### src/common/bor_pkg.sv
// package for the brown-out reset controller: field positions, reset values,
// mode encodings, timing constants and the carrier structs.
// assumes a 10 MHz system clock; nothing else is needed from the surroundings.
package bor_pkg;

  // ---------------------------------------------------------------------------
  // clock and timing
  // ---------------------------------------------------------------------------
  localparam int unsigned CLK_HZ          = 10_000_000;
  localparam int unsigned PWRUP_DELAY_MS  = 64;
  localparam int unsigned PWRUP_DELAY_CYC = (CLK_HZ / 1000) * PWRUP_DELAY_MS;

  // ---------------------------------------------------------------------------
  // power configuration word fields
  // ---------------------------------------------------------------------------
  localparam int unsigned CFG_MODE_LSB   = 0;   // enable mode, bits 1:0
  localparam int unsigned CFG_THRESH_LSB = 5;   // threshold select, bits 6:5

  typedef enum logic [1:0] {
    MODE_OFF      = 2'h0,
    MODE_SOFTWARE = 2'h1,
    MODE_NO_SLEEP = 2'h2,
    MODE_ALWAYS   = 2'h3
  } bor_mode_e;

  localparam logic [1:0] THRESH_LOW_POWER = 2'h0;

  // ---------------------------------------------------------------------------
  // reset cause register bits
  // ---------------------------------------------------------------------------
  localparam int unsigned RC_POR    = 0;
  localparam int unsigned RC_BOR    = 1;
  localparam int unsigned RC_SOFT_BROWNOUT_ENABLE = 13;
  localparam logic [15:0] RC_IMPL_MASK = 16'hE3FF; // bits 12:10 unimplemented
  localparam logic [15:0] RC_POR_VAL   = 16'h0003;

  // ---------------------------------------------------------------------------
  // reset values of the other registers that depend on reset type
  // ---------------------------------------------------------------------------
  localparam logic [15:0] RTC_CAL_RESET = 16'h0000;
  localparam logic [15:0] NVM_CTL_RESET = 16'h0000;
  localparam logic [2:0]  OSC_SEL_RESET = 3'h0;
  localparam int unsigned OSC_CUR_LSB   = 12;  // current osc bits 14:12
  localparam logic [23:0] RESET_VECTOR  = 24'h000000;

  // ---------------------------------------------------------------------------
  // carriers
  // ---------------------------------------------------------------------------
  typedef struct packed {
    logic        wr_reset_cause_register;
    logic [15:0] reset_cause_register_wdata;
    logic        wr_rtc_cal;
    logic [15:0] rtc_cal_wdata;
    logic        wr_nvm_ctl;
    logic [15:0] nvm_ctl_wdata;
    logic        wr_osc;
    logic [2:0]  osc_wdata;
  } core_wr_s;

  typedef struct packed {
    logic [15:0] reset_cause_register;
    logic [15:0] rtc_cal;
    logic [15:0] nvm_ctl;
    logic [15:0] osc_ctl;
  } core_rd_s;

endpackage

### src/rtl/pwrup_timer.sv
// power-up delay counter: holds done low until the delay has run out.
// assumes run is a level that stays high while the delay should run.
`timescale 1ns/1ps
`default_nettype none

module pwrup_timer #(
  parameter int unsigned DELAY_CYC = bor_pkg::PWRUP_DELAY_CYC
) (
  input  wire logic clk,
  input  wire logic nrst,
  input  wire logic run,
  output logic      done
);

  localparam int unsigned CW = $clog2(DELAY_CYC + 1);
  localparam logic [CW-1:0] LAST = CW'(DELAY_CYC - 1);

  logic [CW-1:0] count;

  // -------------------------------------------------------------------------
  // counter
  // -------------------------------------------------------------------------
  // dropping run reinitialises, so a fresh dip restarts the whole delay
  always_ff @(posedge clk or negedge nrst) begin
    if (!nrst) begin
      count <= '0;
      done  <= 1'b0;
    end else if (!run) begin
      count <= '0;
      done  <= 1'b0;
    end else if (!done) begin
      if (count == LAST) begin
        done <= 1'b1;
      end
      count <= count + CW'(1);
    end
  end

endmodule

`default_nettype wire

### src/rtl/brownout_reset_control.sv
// brown-out reset controller: mode select, sync of the supply detector,
// power-up delay, reset-cause flags and reset-type dependent register values.
// assumes the analog detector gives a level, config words are static, and
// nrst is the power-on reset of the digital core.
`timescale 1ns/1ps
`default_nettype none

// Operation
// - other registers reset alike regardless of type
// - cause register value reflects the reset kind
// - oscillator reset value from type and config
// - calibration and nvm control reset only on POR
// - two 2-bit config fields select behaviour
// - enabled mode holds reset while supply low
// - delay runs after recovery, restarts on dip
// - delay enable independent of brown-out enable
// - threshold 00 re-arms POR, no reset
// - mode 01 follows software enable bit
// - software bit reads zero outside mode 01
// - threshold from config only, never software
// - brown-out flag set on brown-out or POR
// - leaving deep sleep sets both flags
// - mode 10 disables detection during sleep
// - any reset forces program counter to zero
// - delay is 64 ms when enabled, else none
// - software bit forced zero, resets to one
module brownout_reset_control #(
  parameter int unsigned PWRUP_CYC = bor_pkg::PWRUP_DELAY_CYC
) (
  input  wire logic              clk,
  input  wire logic              nrst,
  input  wire logic [7:0]        power_config_word,
  input  wire logic [2:0]        new_osc_select_bits,
  input  wire logic              clock_switch_enable,
  input  wire logic              power_up_timer_enable,
  input  wire logic              supply_below_threshold,
  input  wire logic              sleep_mode,
  input  wire logic              deep_sleep_exit,
  input  wire logic              other_reset,
  input  wire bor_pkg::core_wr_s core_wr,
  output bor_pkg::core_rd_s      core_rd,
  output logic [1:0]             detector_threshold,
  output logic                   detector_enable,
  output logic                   por_rearm,
  output logic                   system_reset,
  output logic [23:0]            program_counter_init
);

  // -------------------------------------------------------------------------
  // configuration decode
  // -------------------------------------------------------------------------
  bor_pkg::bor_mode_e mode;
  logic [1:0]         thresh;
  logic               soft_brownout_enable;
  logic               low_power_brownout_mode;

  assign mode   = bor_pkg::bor_mode_e'(power_config_word[bor_pkg::CFG_MODE_LSB +: 2]);
  assign thresh = power_config_word[bor_pkg::CFG_THRESH_LSB +: 2];
  assign low_power_brownout_mode = (thresh == bor_pkg::THRESH_LOW_POWER);
  // threshold goes straight from config to the detector; no write path
  assign detector_threshold = thresh;

  // detection enable per mode
  always_comb begin
    case (mode)
      bor_pkg::MODE_OFF:      detector_enable = 1'b0;
      bor_pkg::MODE_SOFTWARE: detector_enable = soft_brownout_enable;
      bor_pkg::MODE_NO_SLEEP: detector_enable = !sleep_mode;
      bor_pkg::MODE_ALWAYS:   detector_enable = 1'b1;
      default:                detector_enable = 1'b0;
    endcase
  end

  // -------------------------------------------------------------------------
  // detector synchroniser
  // -------------------------------------------------------------------------
  logic sync_a;
  logic sync_b;

  // first stage is read by the second stage only
  always_ff @(posedge clk or negedge nrst) begin
    if (!nrst) begin
      sync_a <= 1'b0;
      sync_b <= 1'b0;
    end else begin
      sync_a <= supply_below_threshold;
      sync_b <= sync_a;
    end
  end

  logic brownout_low;
  // low-power setting never resets; it only re-arms the POR detector
  assign brownout_low = detector_enable && sync_b && !low_power_brownout_mode;
  assign por_rearm    = detector_enable && sync_b && low_power_brownout_mode;

  // -------------------------------------------------------------------------
  // reset sequencer
  // -------------------------------------------------------------------------
  // gray along the recovery path hold, delay, run; a dip from run and the undelayed hold to run jump two bits
  typedef enum logic [1:0] {
    ST_RUN   = 2'h2,
    ST_HOLD  = 2'h1,
    ST_DELAY = 2'h3
  } seq_e;

  seq_e seq;
  seq_e next_seq;
  logic delay_done;
  logic bor_event;

  pwrup_timer #(
    .DELAY_CYC (PWRUP_CYC)
  ) u_timer (
    .clk  (clk),
    .nrst (nrst),
    .run  (seq == ST_DELAY),
    .done (delay_done)
  );

  // a dip in any state falls back to hold; delay state only when enabled
  always_comb begin
    next_seq = seq;
    case (seq)
      ST_RUN: begin
        if (brownout_low) next_seq = ST_HOLD;
      end
      ST_HOLD: begin
        if (!brownout_low) begin
          next_seq = power_up_timer_enable ? ST_DELAY : ST_RUN;
        end
      end
      ST_DELAY: begin
        if (brownout_low) next_seq = ST_HOLD;
        else if (delay_done) next_seq = ST_RUN;
      end
      default: next_seq = ST_HOLD;
    endcase
  end

  // after power-on the chip also passes the delay when it is enabled
  always_ff @(posedge clk or negedge nrst) begin
    if (!nrst) begin
      seq <= ST_HOLD;
    end else begin
      seq <= next_seq;
    end
  end

  assign bor_event    = (seq == ST_RUN) && brownout_low;
  assign system_reset = (seq != ST_RUN) || other_reset;

  // execution always starts at the reset address
  always_ff @(posedge clk or negedge nrst) begin
    if (!nrst) begin
      program_counter_init <= bor_pkg::RESET_VECTOR;
    end else if (system_reset) begin
      program_counter_init <= bor_pkg::RESET_VECTOR;
    end
  end

  // -------------------------------------------------------------------------
  // reset cause register
  // -------------------------------------------------------------------------
  logic [15:0] reset_cause_register;
  logic        soft_rst_val;
  logic [15:0] wmask;

  assign soft_rst_val = (mode == bor_pkg::MODE_SOFTWARE);
  assign wmask        = bor_pkg::RC_IMPL_MASK;

  // hardware set wins over a software write in the same cycle
  always_ff @(posedge clk or negedge nrst) begin
    if (!nrst) begin
      reset_cause_register <= bor_pkg::RC_POR_VAL;
    end else begin
      if (core_wr.wr_reset_cause_register) begin
        reset_cause_register <= core_wr.reset_cause_register_wdata & wmask;
      end
      if (bor_event) begin
        reset_cause_register[bor_pkg::RC_BOR] <= 1'b1;
      end
      if (deep_sleep_exit) begin
        reset_cause_register[bor_pkg::RC_POR] <= 1'b1;
        reset_cause_register[bor_pkg::RC_BOR] <= 1'b1;
      end
    end
  end

  // software enable bit: forced low outside mode 01, resets to one in it
  always_ff @(posedge clk or negedge nrst) begin
    if (!nrst) begin
      soft_brownout_enable <= 1'b0;
    end else if (mode != bor_pkg::MODE_SOFTWARE) begin
      soft_brownout_enable <= 1'b0;
    end else if (seq == ST_HOLD && !brownout_low && !soft_brownout_enable
                 && reset_cause_register[bor_pkg::RC_POR]) begin
      soft_brownout_enable <= soft_rst_val;
    end else if (core_wr.wr_reset_cause_register) begin
      soft_brownout_enable <= core_wr.reset_cause_register_wdata[bor_pkg::RC_SOFT_BROWNOUT_ENABLE];
    end
  end

  // -------------------------------------------------------------------------
  // reset-type dependent registers
  // -------------------------------------------------------------------------
  logic [15:0] rtc_cal;
  logic [15:0] nvm_ctl;
  logic [2:0]  osc_cur;

  // calibration and nvm control ignore every reset but power-on
  always_ff @(posedge clk or negedge nrst) begin
    if (!nrst) begin
      rtc_cal <= bor_pkg::RTC_CAL_RESET;
      nvm_ctl <= bor_pkg::NVM_CTL_RESET;
    end else begin
      if (core_wr.wr_rtc_cal) rtc_cal <= core_wr.rtc_cal_wdata;
      if (core_wr.wr_nvm_ctl) nvm_ctl <= core_wr.nvm_ctl_wdata;
    end
  end

  // oscillator: config bits after POR/BOR or with switching off, else keep the live selection
  always_ff @(posedge clk or negedge nrst) begin
    if (!nrst) begin
      osc_cur <= bor_pkg::OSC_SEL_RESET;
    end else if (seq == ST_HOLD || !clock_switch_enable) begin
      osc_cur <= new_osc_select_bits;
    end else if (core_wr.wr_osc && !system_reset) begin
      osc_cur <= core_wr.osc_wdata;
    end
  end

  // read-back; software bit comes from its own flop so it reads 0 off-mode
  always_comb begin
    core_rd.reset_cause_register = reset_cause_register & ~(16'h1 << bor_pkg::RC_SOFT_BROWNOUT_ENABLE);
    core_rd.reset_cause_register[bor_pkg::RC_SOFT_BROWNOUT_ENABLE] = soft_brownout_enable;
    core_rd.rtc_cal = rtc_cal;
    core_rd.nvm_ctl = nvm_ctl;
    core_rd.osc_ctl = 16'h0000;
    core_rd.osc_ctl[bor_pkg::OSC_CUR_LSB +: 3] = osc_cur;
  end
  // all other special registers belong to their own blocks and reset alike
  // on system_reset, whatever its cause

  // -------------------------------------------------------------------------
  // assertions
  // -------------------------------------------------------------------------
  property p_hold_low;
    @(posedge clk) disable iff (!nrst)
      brownout_low |=> system_reset;
  endproperty
  a_hold_low: assert property (p_hold_low) else $error("no reset on dip");

  property p_lp_no_reset;
    @(posedge clk) disable iff (!nrst)
      (seq == ST_RUN && low_power_brownout_mode && !other_reset) |=> seq == ST_RUN;
  endproperty
  a_lp_no_reset: assert property (p_lp_no_reset) else $error("low power reset");

  property p_soft_zero;
    @(posedge clk) disable iff (!nrst)
      (mode != bor_pkg::MODE_SOFTWARE) |=> !core_rd.reset_cause_register[bor_pkg::RC_SOFT_BROWNOUT_ENABLE] || $changed(mode);
  endproperty
  a_soft_zero: assert property (p_soft_zero) else $error("soft bit not zero");

  property p_sleep_off;
    @(posedge clk) disable iff (!nrst)
      (mode == bor_pkg::MODE_NO_SLEEP && sleep_mode) |-> !detector_enable;
  endproperty
  a_sleep_off: assert property (p_sleep_off) else $error("enabled in sleep");

  property p_bor_flag;
    @(posedge clk) disable iff (!nrst)
      bor_event |=> reset_cause_register[bor_pkg::RC_BOR];
  endproperty
  a_bor_flag: assert property (p_bor_flag) else $error("flag not set");

  property p_deep_exit;
    @(posedge clk) disable iff (!nrst)
      deep_sleep_exit |=> reset_cause_register[bor_pkg::RC_POR] && reset_cause_register[bor_pkg::RC_BOR];
  endproperty
  a_deep_exit: assert property (p_deep_exit) else $error("deep exit flags");

  property p_sync;
    @(posedge clk) disable iff (!nrst)
      supply_below_threshold |-> ##2 sync_b == $past(supply_below_threshold, 2);
  endproperty
  a_sync: assert property (p_sync) else $error("sync latency");

  property p_no_delay;
    @(posedge clk) disable iff (!nrst)
      (seq == ST_HOLD && !brownout_low && !power_up_timer_enable) |=> seq == ST_RUN;
  endproperty
  a_no_delay: assert property (p_no_delay) else $error("delay when off");

  property p_pc_zero;
    @(posedge clk) disable iff (!nrst)
      system_reset |=> program_counter_init == bor_pkg::RESET_VECTOR;
  endproperty
  a_pc_zero: assert property (p_pc_zero) else $error("pc not zero");

  property p_mode_off;
    @(posedge clk) disable iff (!nrst)
      (mode == bor_pkg::MODE_OFF) |-> !detector_enable && !por_rearm;
  endproperty
  a_mode_off: assert property (p_mode_off) else $error("off mode active");

  // calibration and nvm control move only on their own writes, never on a
  // brown-out or other reset
  property p_por_only;
    @(posedge clk) disable iff (!nrst)
      (!core_wr.wr_rtc_cal && !core_wr.wr_nvm_ctl)
        |=> $stable(rtc_cal) && $stable(nvm_ctl);
  endproperty
  a_por_only: assert property (p_por_only) else $error("calibration lost");

  // with switching on, a reset other than POR or brown-out keeps the live selection
  property p_osc_keep;
    @(posedge clk) disable iff (!nrst)
      (clock_switch_enable && seq == ST_RUN && !core_wr.wr_osc) |=> $stable(osc_cur);
  endproperty
  a_osc_keep: assert property (p_osc_keep) else $error("osc selection lost");

  // software mode: the enable bit comes back as one after power-on
  property p_soft_one;
    @(posedge clk) disable iff (!nrst)
      (mode == bor_pkg::MODE_SOFTWARE && seq == ST_HOLD && !brownout_low
       && reset_cause_register[bor_pkg::RC_POR] && !core_wr.wr_reset_cause_register) |=> soft_brownout_enable;
  endproperty
  a_soft_one: assert property (p_soft_one) else $error("soft bit not one");

  // a dip during the delay goes back to hold and clears the timer
  property p_delay_restart;
    @(posedge clk) disable iff (!nrst)
      (seq == ST_DELAY && brownout_low) |=> (seq == ST_HOLD) ##1 !delay_done;
  endproperty
  a_delay_restart: assert property (p_delay_restart) else $error("delay not restarted");

  c_bor: cover property (@(posedge clk) disable iff (!nrst) bor_event);
  c_delay: cover property (@(posedge clk) disable iff (!nrst) seq == ST_DELAY ##1 seq == ST_HOLD);
  c_rearm: cover property (@(posedge clk) disable iff (!nrst) por_rearm);
  c_deep: cover property (@(posedge clk) disable iff (!nrst) deep_sleep_exit);
  c_soft: cover property (@(posedge clk) disable iff (!nrst) soft_brownout_enable);

endmodule

`default_nettype wire

### config.mk
export PLATFORM = sky130hd
export DESIGN_NAME = brownout_reset_control
export DESIGN_NICKNAME = d
export VERILOG_FILES = /design/src/common/bor_pkg.sv /design/src/rtl/pwrup_timer.sv /design/src/rtl/brownout_reset_control.sv
export SDC_FILE = /design/constraint.sdc
export NUM_CORES = 1
export LEC_CHECK = 0
export ABC_AREA = 1
export ABC_CLOCK_PERIOD_IN_PS = 1400
export BUFFER_PORTS_ARGS = -buffer_cell sky130_fd_sc_hd__buf_2
export CAP_MARGIN = 20
export CORE_AREA = 4 4 96 116
export CTS_BUF_LIST = sky130_fd_sc_hd__clkbuf_4
export CTS_CLUSTER_SIZE = 14
export DETAILED_ROUTE_END_ITERATION = 10
export DIE_AREA = 0 0 100 120
export PLACE_DENSITY = 0.68
export SYNTH_ARGS = -nofsm -noshare
export SYNTH_HDL_FRONTEND = slang
export SYNTH_HIERARCHICAL = 1
export SYNTH_SLANG_ARGS = --single-unit
export TNS_END_PERCENT = 50
### constraint.sdc
create_clock -name clk -period 1.4 [get_ports clk]
set_input_delay 0.07 -clock clk [delete_from_list [all_inputs] [get_ports clk]]
set_output_delay 0.07 -clock clk [all_outputs]
set_load 0.01 [all_outputs]
; After elaboration in Yosys (flattened, before gate mapping)
; Cells that the tools add are included.
[totals]
reg_bits = 74
in_bits = 74
[op_classes]
add_sub_neg = 1
n_reduce_logical = 23
n_mux = 20
n_eq_ne = 13
[ops]
columns = cell, count
row1 = $mux 20, 2
row2 = $add 20x1->20 const B, 1
row3 = $eq 20x20->1 const B, 1
row4 = $mux 2, 6
row5 = $eq 2x2->1 const B, 4
row6 = $logic_and 1x1->1, 8
row7 = $mux 1, 8
row8 = $ne 2x2->1 const B, 4
row9 = $logic_not 1->1, 6
row10 = $mux 3, 2
row11 = $pmux 2 s3, 1
row12 = $reduce_bool 3->1, 2
row13 = $eq 2x1->1 const B, 2
row14 = $logic_not 2->1, 2
row15 = $pmux 1 s4, 1
row16 = $reduce_bool 2->1, 2
row17 = $ne 3x3->1 const B, 1
row18 = $reduce_and 3->1, 1
row19 = $logic_or 1x1->1, 2
row20 = $ne 2x1->1 const B, 1

; Logic depth before layout (Yosys ltp)
[logic_depth]
ltp_word = 10
ltp_mapped = 10

; Cells and area by module
; Netlist, hierarchy kept.
[modules_own_cells]
columns = module, n_inst, cells_each, area_each_um2
row1 = brownout_reset_control, 1, 228, 2529.9
row2 = pwrup_timer, 1, 172, 1228.7

; Worst setup path after synthesis
; OpenSTA, ideal clock, no wires.
[synth_timing]
path_type = register to register
from = register seq[0]
to = register u_timer.count[18]
setup_slack_ns = 0.032
arrival_ns = 1.249
synth_period_minus_slack_ns = 1.368
path_buffers = 1
t_required_ns = 1.281
setup_time_ns = 0.119
stages_incl_launch_ff = 9
cell_sequence = dfstp_2 nand2_1 inv_1 nand2_1 buf_4 nand3_1 nor2_1 a21oi_1 nor2_1
[synth_via]
elab_chain_len = 2
elab_cells_between_ends = 3
classes_between = 2 x eq/ne / 1 x mux
[synth_rtl]
columns = item, line_no
row1 = start: declaration, brownout_reset_control.sv:106  ; seq_e seq;
row2 = start signal: assignment, brownout_reset_control.sv:145  ; seq <= next_seq;
row3 = $eq 2x2->1 (*), brownout_reset_control.sv:116  ; .run (seq == ST_DELAY),
row4 = $ne 2x2->1 (no line) or $mux 20 (tied branches), n/a
row5 = end signal: assignment, pwrup_timer.sv:35  ; count <= count + CW'(1);
row6 = end: declaration, pwrup_timer.sv:18  ; logic [CW-1:0] count;
; Mark *: on every way between the ends. The rest lies on a longest branch, timed or not.
; A chain may end at the register's enable or synchronous reset.

; Final worst setup path
[layout_timing]
from = register seq[0]
to = output port system_reset
[layout_via]
elab_chain_len = 2
[layout_rtl]
columns = item, line_no
row1 = $ne 2x2->1, brownout_reset_control.sv:150  ; assign system_reset = (seq != ST_RUN) || other_reset;
row2 = $logic_or 1x1->1, brownout_reset_control.sv:150
row3 = end: declaration, brownout_reset_control.sv:45  ; output logic system_reset,
; Every way passes these cells.

==> flow_summary.html <==
<table>
<tr><th>Metric</th><th>Value</th></tr>
<tr><th colspan="2">GRT</th></tr>
<tr><td>Number of global-route vias before repair</td><td>3307</td></tr>
<tr><td>Remaining Overflow, GRT</td><td>0</td></tr>
<tr><td>Number of antenna violations at the first check in global routing</td><td>0</td></tr>
<tr><td>First-pass GRT wire length</td><td>between 10000 and 15000 um</td></tr>
<tr><td>Total global-route track usage</td><td>15.2%</td></tr>
<tr><td>Largest net degree at the start of global routing</td><td>74</td></tr>
<tr><th colspan="2">Worst hold path</th></tr>
<tr><td>Class of the tightest hold or removal check</td><td>input pin to flop</td></tr>
<tr><td>Startpoint of the most critical hold path</td><td>core_wr[1]</td></tr>
<tr><td>Count of cells along the worst hold path</td><td>5</td></tr>
<tr><td>Endpoint, Worst Hold</td><td>osc_cur[1]$_DFFE_PN0P_</td></tr>
<tr><th colspan="2">Layout</th></tr>
<tr><td>Area Overhead vs Synth</td><td>39.5%</td></tr>
<tr><td>Layout cells sized above 1</td><td>between 30% and 40%</td></tr>
<tr><td>Core utilization of the finished layout</td><td>52.7%</td></tr>
<tr><td>Antenna Diode Count</td><td>0</td></tr>
<tr><td>Number of fill cells in the layout</td><td>847</td></tr>
<tr><td>Final instance area</td><td>between 0.005 and 0.006 mm^2</td></tr>
<tr><td>Net total in the final layout</td><td>around 670</td></tr>
<tr><th colspan="2">Power</th></tr>
<tr><td>Cell area power density</td><td>996 mW/mm^2</td></tr>
<tr><td>Total power draw</td><td>about 5.2 mW</td></tr>
<tr><td>Peak supply drop</td><td>~600 uV</td></tr>
<tr><td>Standby leakage power</td><td>roughly 2.7 nW</td></tr>
<tr><td>Sequential Power Share</td><td>between 40% and 50%</td></tr>
<tr><td>Switching Share</td><td>31.4%</td></tr>
<tr><td>Share of power burned in the clock network</td><td>between 20% and 30%</td></tr>
<tr><td>Net switching power figure</td><td>about 1.6 mW</td></tr>
<tr><td>Power share of the combinational group</td><td>about 28%</td></tr>
<tr><td>Internal portion of total power</td><td>roughly 3.6 mW</td></tr>
<tr><th colspan="2">Drt</th></tr>
<tr><td>TritonRoute pass-1 iters</td><td>4</td></tr>
<tr><td>Vias per inst</td><td>4.39</td></tr>
<tr><td>Final ANT Viol Nets</td><td>0</td></tr>
<tr><td>Via Count</td><td>about 3200</td></tr>
<tr><td>Detailed Route WL</td><td>8940 um</td></tr>
<tr><td>Detailed router's first-iteration violation count</td><td>between 100 and 150</td></tr>
<tr><td>Remaining routing DRC violations</td><td>0</td></tr>
<tr><td>Per-cell routed wire length</td><td>12.4 um</td></tr>
<tr><th colspan="2">CTS</th></tr>
<tr><td>Clk slew on worst S/H paths</td><td>0.12 ns</td></tr>
<tr><td>TritonCTS buffer count</td><td>9</td></tr>
<tr><td>Clock Sinks</td><td>between 70 and 80</td></tr>
<tr><td>Insertion delay to the later sink of the worst-skew pair</td><td>around 0.41 ns</td></tr>
<tr><td>Clk buf depth</td><td>2</td></tr>
<tr><td>Root Buffer Master</td><td>clkbuf_4</td></tr>
<tr><td>TritonCTS clock tree</td><td>done</td></tr>
<tr><td>Number of H-tree levels</td><td>3</td></tr>
<tr><th colspan="2">Timing</th></tr>
<tr><td>Final worst setup slack</td><td>between 0.04 and 0.05 ns</td></tr>
<tr><td>Final setup fails</td><td>0</td></tr>
<tr><td>Final Hold Violating Endpoints</td><td>0</td></tr>
<tr><td>Clk_skew</td><td>between 0.01 and 0.015 ns</td></tr>
<tr><td>Final Critical Period</td><td>between 1 and 1.5 ns</td></tr>
<tr><td>Fmax</td><td>approximately 740 MHz</td></tr>
<tr><td>Unrepaired setup endpoints after global routing</td><td>yes</td></tr>
<tr><td>Slew Viols, Final</td><td>0</td></tr>
<tr><td>Fin crit share</td><td>96.7%</td></tr>
<tr><th colspan="2">Setup path</th></tr>
<tr><td>Critical path peak fanout</td><td>4</td></tr>
<tr><td>FF-to-FF End</td><td>u_timer/done$_DFF_PN0_</td></tr>
<tr><td>Critical path class</td><td>flop to primary output</td></tr>
<tr><td>Worst path required time</td><td>between 1 and 1.5 ns</td></tr>
<tr><td>FF-to-FF setup slack</td><td>0.05 ns</td></tr>
<tr><td>Origin of the critical flop-to-flop path</td><td>seq[0]$_DFFE_PN1P_</td></tr>
<tr><td>Kind of end point of the critical path</td><td>primary output</td></tr>
<tr><td>Data arrival time at the worst-slack endpoint</td><td>~1.3 ns</td></tr>
<tr><td>Path depth of the worst reg2reg path</td><td>6</td></tr>
<tr><td>Startpoint Class</td><td>flop</td></tr>
<tr><th colspan="2">Floorplanning</th></tr>
<tr><td>Std cell rows</td><td>40</td></tr>
<tr><td>Initial core utilization</td><td>a little under two fifths</td></tr>
<tr><td>Top-level port count</td><td>between 150 and 200</td></tr>
<tr><td>Floorplan die area</td><td>0.0120 mm^2</td></tr>
<tr><td>Die height</td><td>between 100 and 150 um</td></tr>
<tr><td>Chip Width</td><td>approximately 100 um</td></tr>
<tr><td>Placeable Area</td><td>roughly 0.010 mm^2</td></tr>
<tr><th colspan="2">Yosys</th></tr>
<tr><td>Sequential area share after synthesis</td><td>between 40% and 50%</td></tr>
<tr><td>Flop and latch count out of synthesis</td><td>between 70 and 80</td></tr>
<tr><td>Number of warning messages in the yosys log</td><td>6</td></tr>
<tr><td>Mean instance size in the synthesized netlist</td><td>between 9 and 10 um^2</td></tr>
<tr><td>Yosys cell types</td><td>32</td></tr>
<tr><td>Summed instance area of the synthesized netlist</td><td>~0.0038 mm^2</td></tr>
<tr><td>Number of cells produced by synthesis</td><td>400</td></tr>
<tr><th colspan="2">Place</th></tr>
<tr><td>Total of buffers placed on input and output ports</td><td>approximately 120</td></tr>
<tr><td>Placed Instance Area</td><td>between 0.004 and 0.005 mm^2</td></tr>
<tr><td>Post-detail-place hpwl</td><td>around 5600 um</td></tr>
<tr><td>Placer's final routability congestion estimate</td><td>0.851</td></tr>
<tr><td>Post-Place Worst Slack</td><td>-0.00726 ns</td></tr>
<tr><th colspan="2">Run</th></tr>
<tr><td>Count of maximum capacitance violations</td><td>0</td></tr>
<tr><th colspan="2">Status</th></tr>
<tr><td>Outcome</td><td>finished clean</td></tr>
</table>
what timing repair did:
item	in CTS	in global routing
gates resized for setup	2	34
setup endpoints to repair	6	16
hold endpoints to repair	123	0
pin swaps	1	9
hold buffers	62	0
setup buffers	1	4
cells in the final DEF (no fill, tap or decap), types with 2 or more instances in the layout:
cell,Yosys,layout
buf_2,2,119
nand2_1,90,84
dfrtp_1,70,68
dlygate4sd3_1,0,62
conb_1,1,40
nor2_1,41,34
inv_1,33,30
mux2_4,20,20
nand3_1,19,15
a21oi_1,14,13
mux2_1,11,11
nand2_2,7,10
clkbuf_4,0,10
buf_4,44,9
nor2_2,4,8
nor2_4,4,7
o21ai_0,7,7
inv_2,3,6
o21ai_1,6,6
nand3_2,2,5
nand4_1,3,3
buf_6,4,3
dfstp_2,3,3
nand2_4,0,3
a21oi_2,1,2
clkinv_2,0,2
clkinv_4,0,2
o21bai_1,2,2
dfrtp_2,0,2
critical path: stages (launching register included):
cell	delay [ns]
dfstp_2	0.56
buf_6	0.11
nor2_4	0.04
nand2_1	0.05
buf_2	0.12
metrics by stage:
stage               instances  hold WS, ns  setup TNS, ns
floorplan                 439       -0.226              0
detailed placement        640        0.134       -0.00726
global route              723       0.0233         -0.284
global placement          640        0.132              0
finish                    723       0.0211              0
CTS                       719     0.000973       -0.00453
layer usage:
layer,GRT usage [%],vias up,share of wire (%)
li1,-,1567,-
met4,5.73,0,2.3
met1,16.9,1458,38
met3,4.19,17,8.0
met2,27.2,131,52
met5,0,-,0
power by group through the flow:
| stage | Clock (mW) | Sequential, mW | Combinational, mW |
|---|---|---|---|
| 2_1_floorplan | 0 | 2.57 | 0.764 |
| 3_3_place_gp | 0 | 2.49 | 1.15 |
| 3_5_place_dp | 0 | 2.49 | 1.19 |
| 4_1_cts | 1.38 | 2.46 | 1.33 |
| 5_1_grt | 1.49 | 2.49 | 1.60 |
| 6_report | 1.32 | 2.47 | 1.44 |
kinds of logic (layout without fill, tap and decap cells):
family | Yosys count | after routing | synth area share [%]
adder cells (fa/ha/maj) | 1 | 1 | 0.333
AND/OR/NAND/NOR | 174 | 174 | 20.5
buffers and inverters | 88 | 246 | 14.3
other | 1 | 40 | 0.0998
multiplexers | 32 | 32 | 11.6
flip-flops | 73 | 73 | 48.7
AO/OA/AOI/OAI | 31 | 31 | 4.43
final cells by class:
type	count	area (um^2)	share of cell area, %
clock buffers	10	75.1	1.43
clock inverters	6	66.3	1.26
inverters	36	135	2.58
multi-input cells	278	1640	31.3
flip-flops and latches	73	1830	34.9
well taps	126	158	3.01
repair buffers	194	1340	25.5
registers in the layout (all words and copies together), names as in the netlist, 2 cells and up:
register              count
rtc_cal                  16
seq                       2
nvm_ctl                  16
osc_cur                   3
u_timer/count            20
reset_cause_register     12
cells in the mapped netlist:
master,number,share of area [%]
nor2_2,4,0.67
nand2_2,7,1.2
nor2_4,4,1.2
nand4_1,3,0.50
nand3_1,19,2.5
dfstp_2,3,2.1
nand3_2,2,0.53
ha_1,1,0.33
o21ai_1,6,0.80
conb_1,1,0.10
buf_2,2,0.27
dfrtp_1,70,47
a21oi_2,1,0.23
nor3b_1,1,0.20
mux2_2,1,0.30
buf_4,44,8.8
and3b_1,1,0.23
clkbuf_8,1,0.37
o21bai_1,2,0.40
inv_1,33,3.3
mux2_4,20,8.0
nor3_2,1,0.27
mux2_1,11,3.3
inv_2,3,0.30
o21ai_0,7,0.93
buf_6,4,1.2
a21oi_1,14,1.9
nor2_1,41,4.1
clkbuf_1,1,0.10
nand2_1,90,9.0
a21boi_1,1,0.20
and2_1,1,0.17
worst max path at each step:
stage | from | endpoint | slack [ns] | depth (start not counted)
floorplan | seq[0]$_DFFE_PN1P_ | u_timer/count[18]$_DFFE_PN0P_ | 0.03 | 8
global placement | seq[0]$_DFFE_PN1P_ | u_timer/count[18]$_DFFE_PN0P_ | 0.01 | 8
detailed placement | seq[0]$_DFFE_PN1P_ | u_timer/count[18]$_DFFE_PN0P_ | -0.007 | 8
CTS | seq[0]$_DFFE_PN1P_ | u_timer/done$_DFF_PN0_ | -0.005 | 6
global route | soft_brownout_enable$_DFFE_PN0P_ | por_rearm | -0.07 | 6
finish | seq[0]$_DFFE_PN1P_ | system_reset | 0.05 | 4
Note: power is estimated with default switching activity, not from simulation.
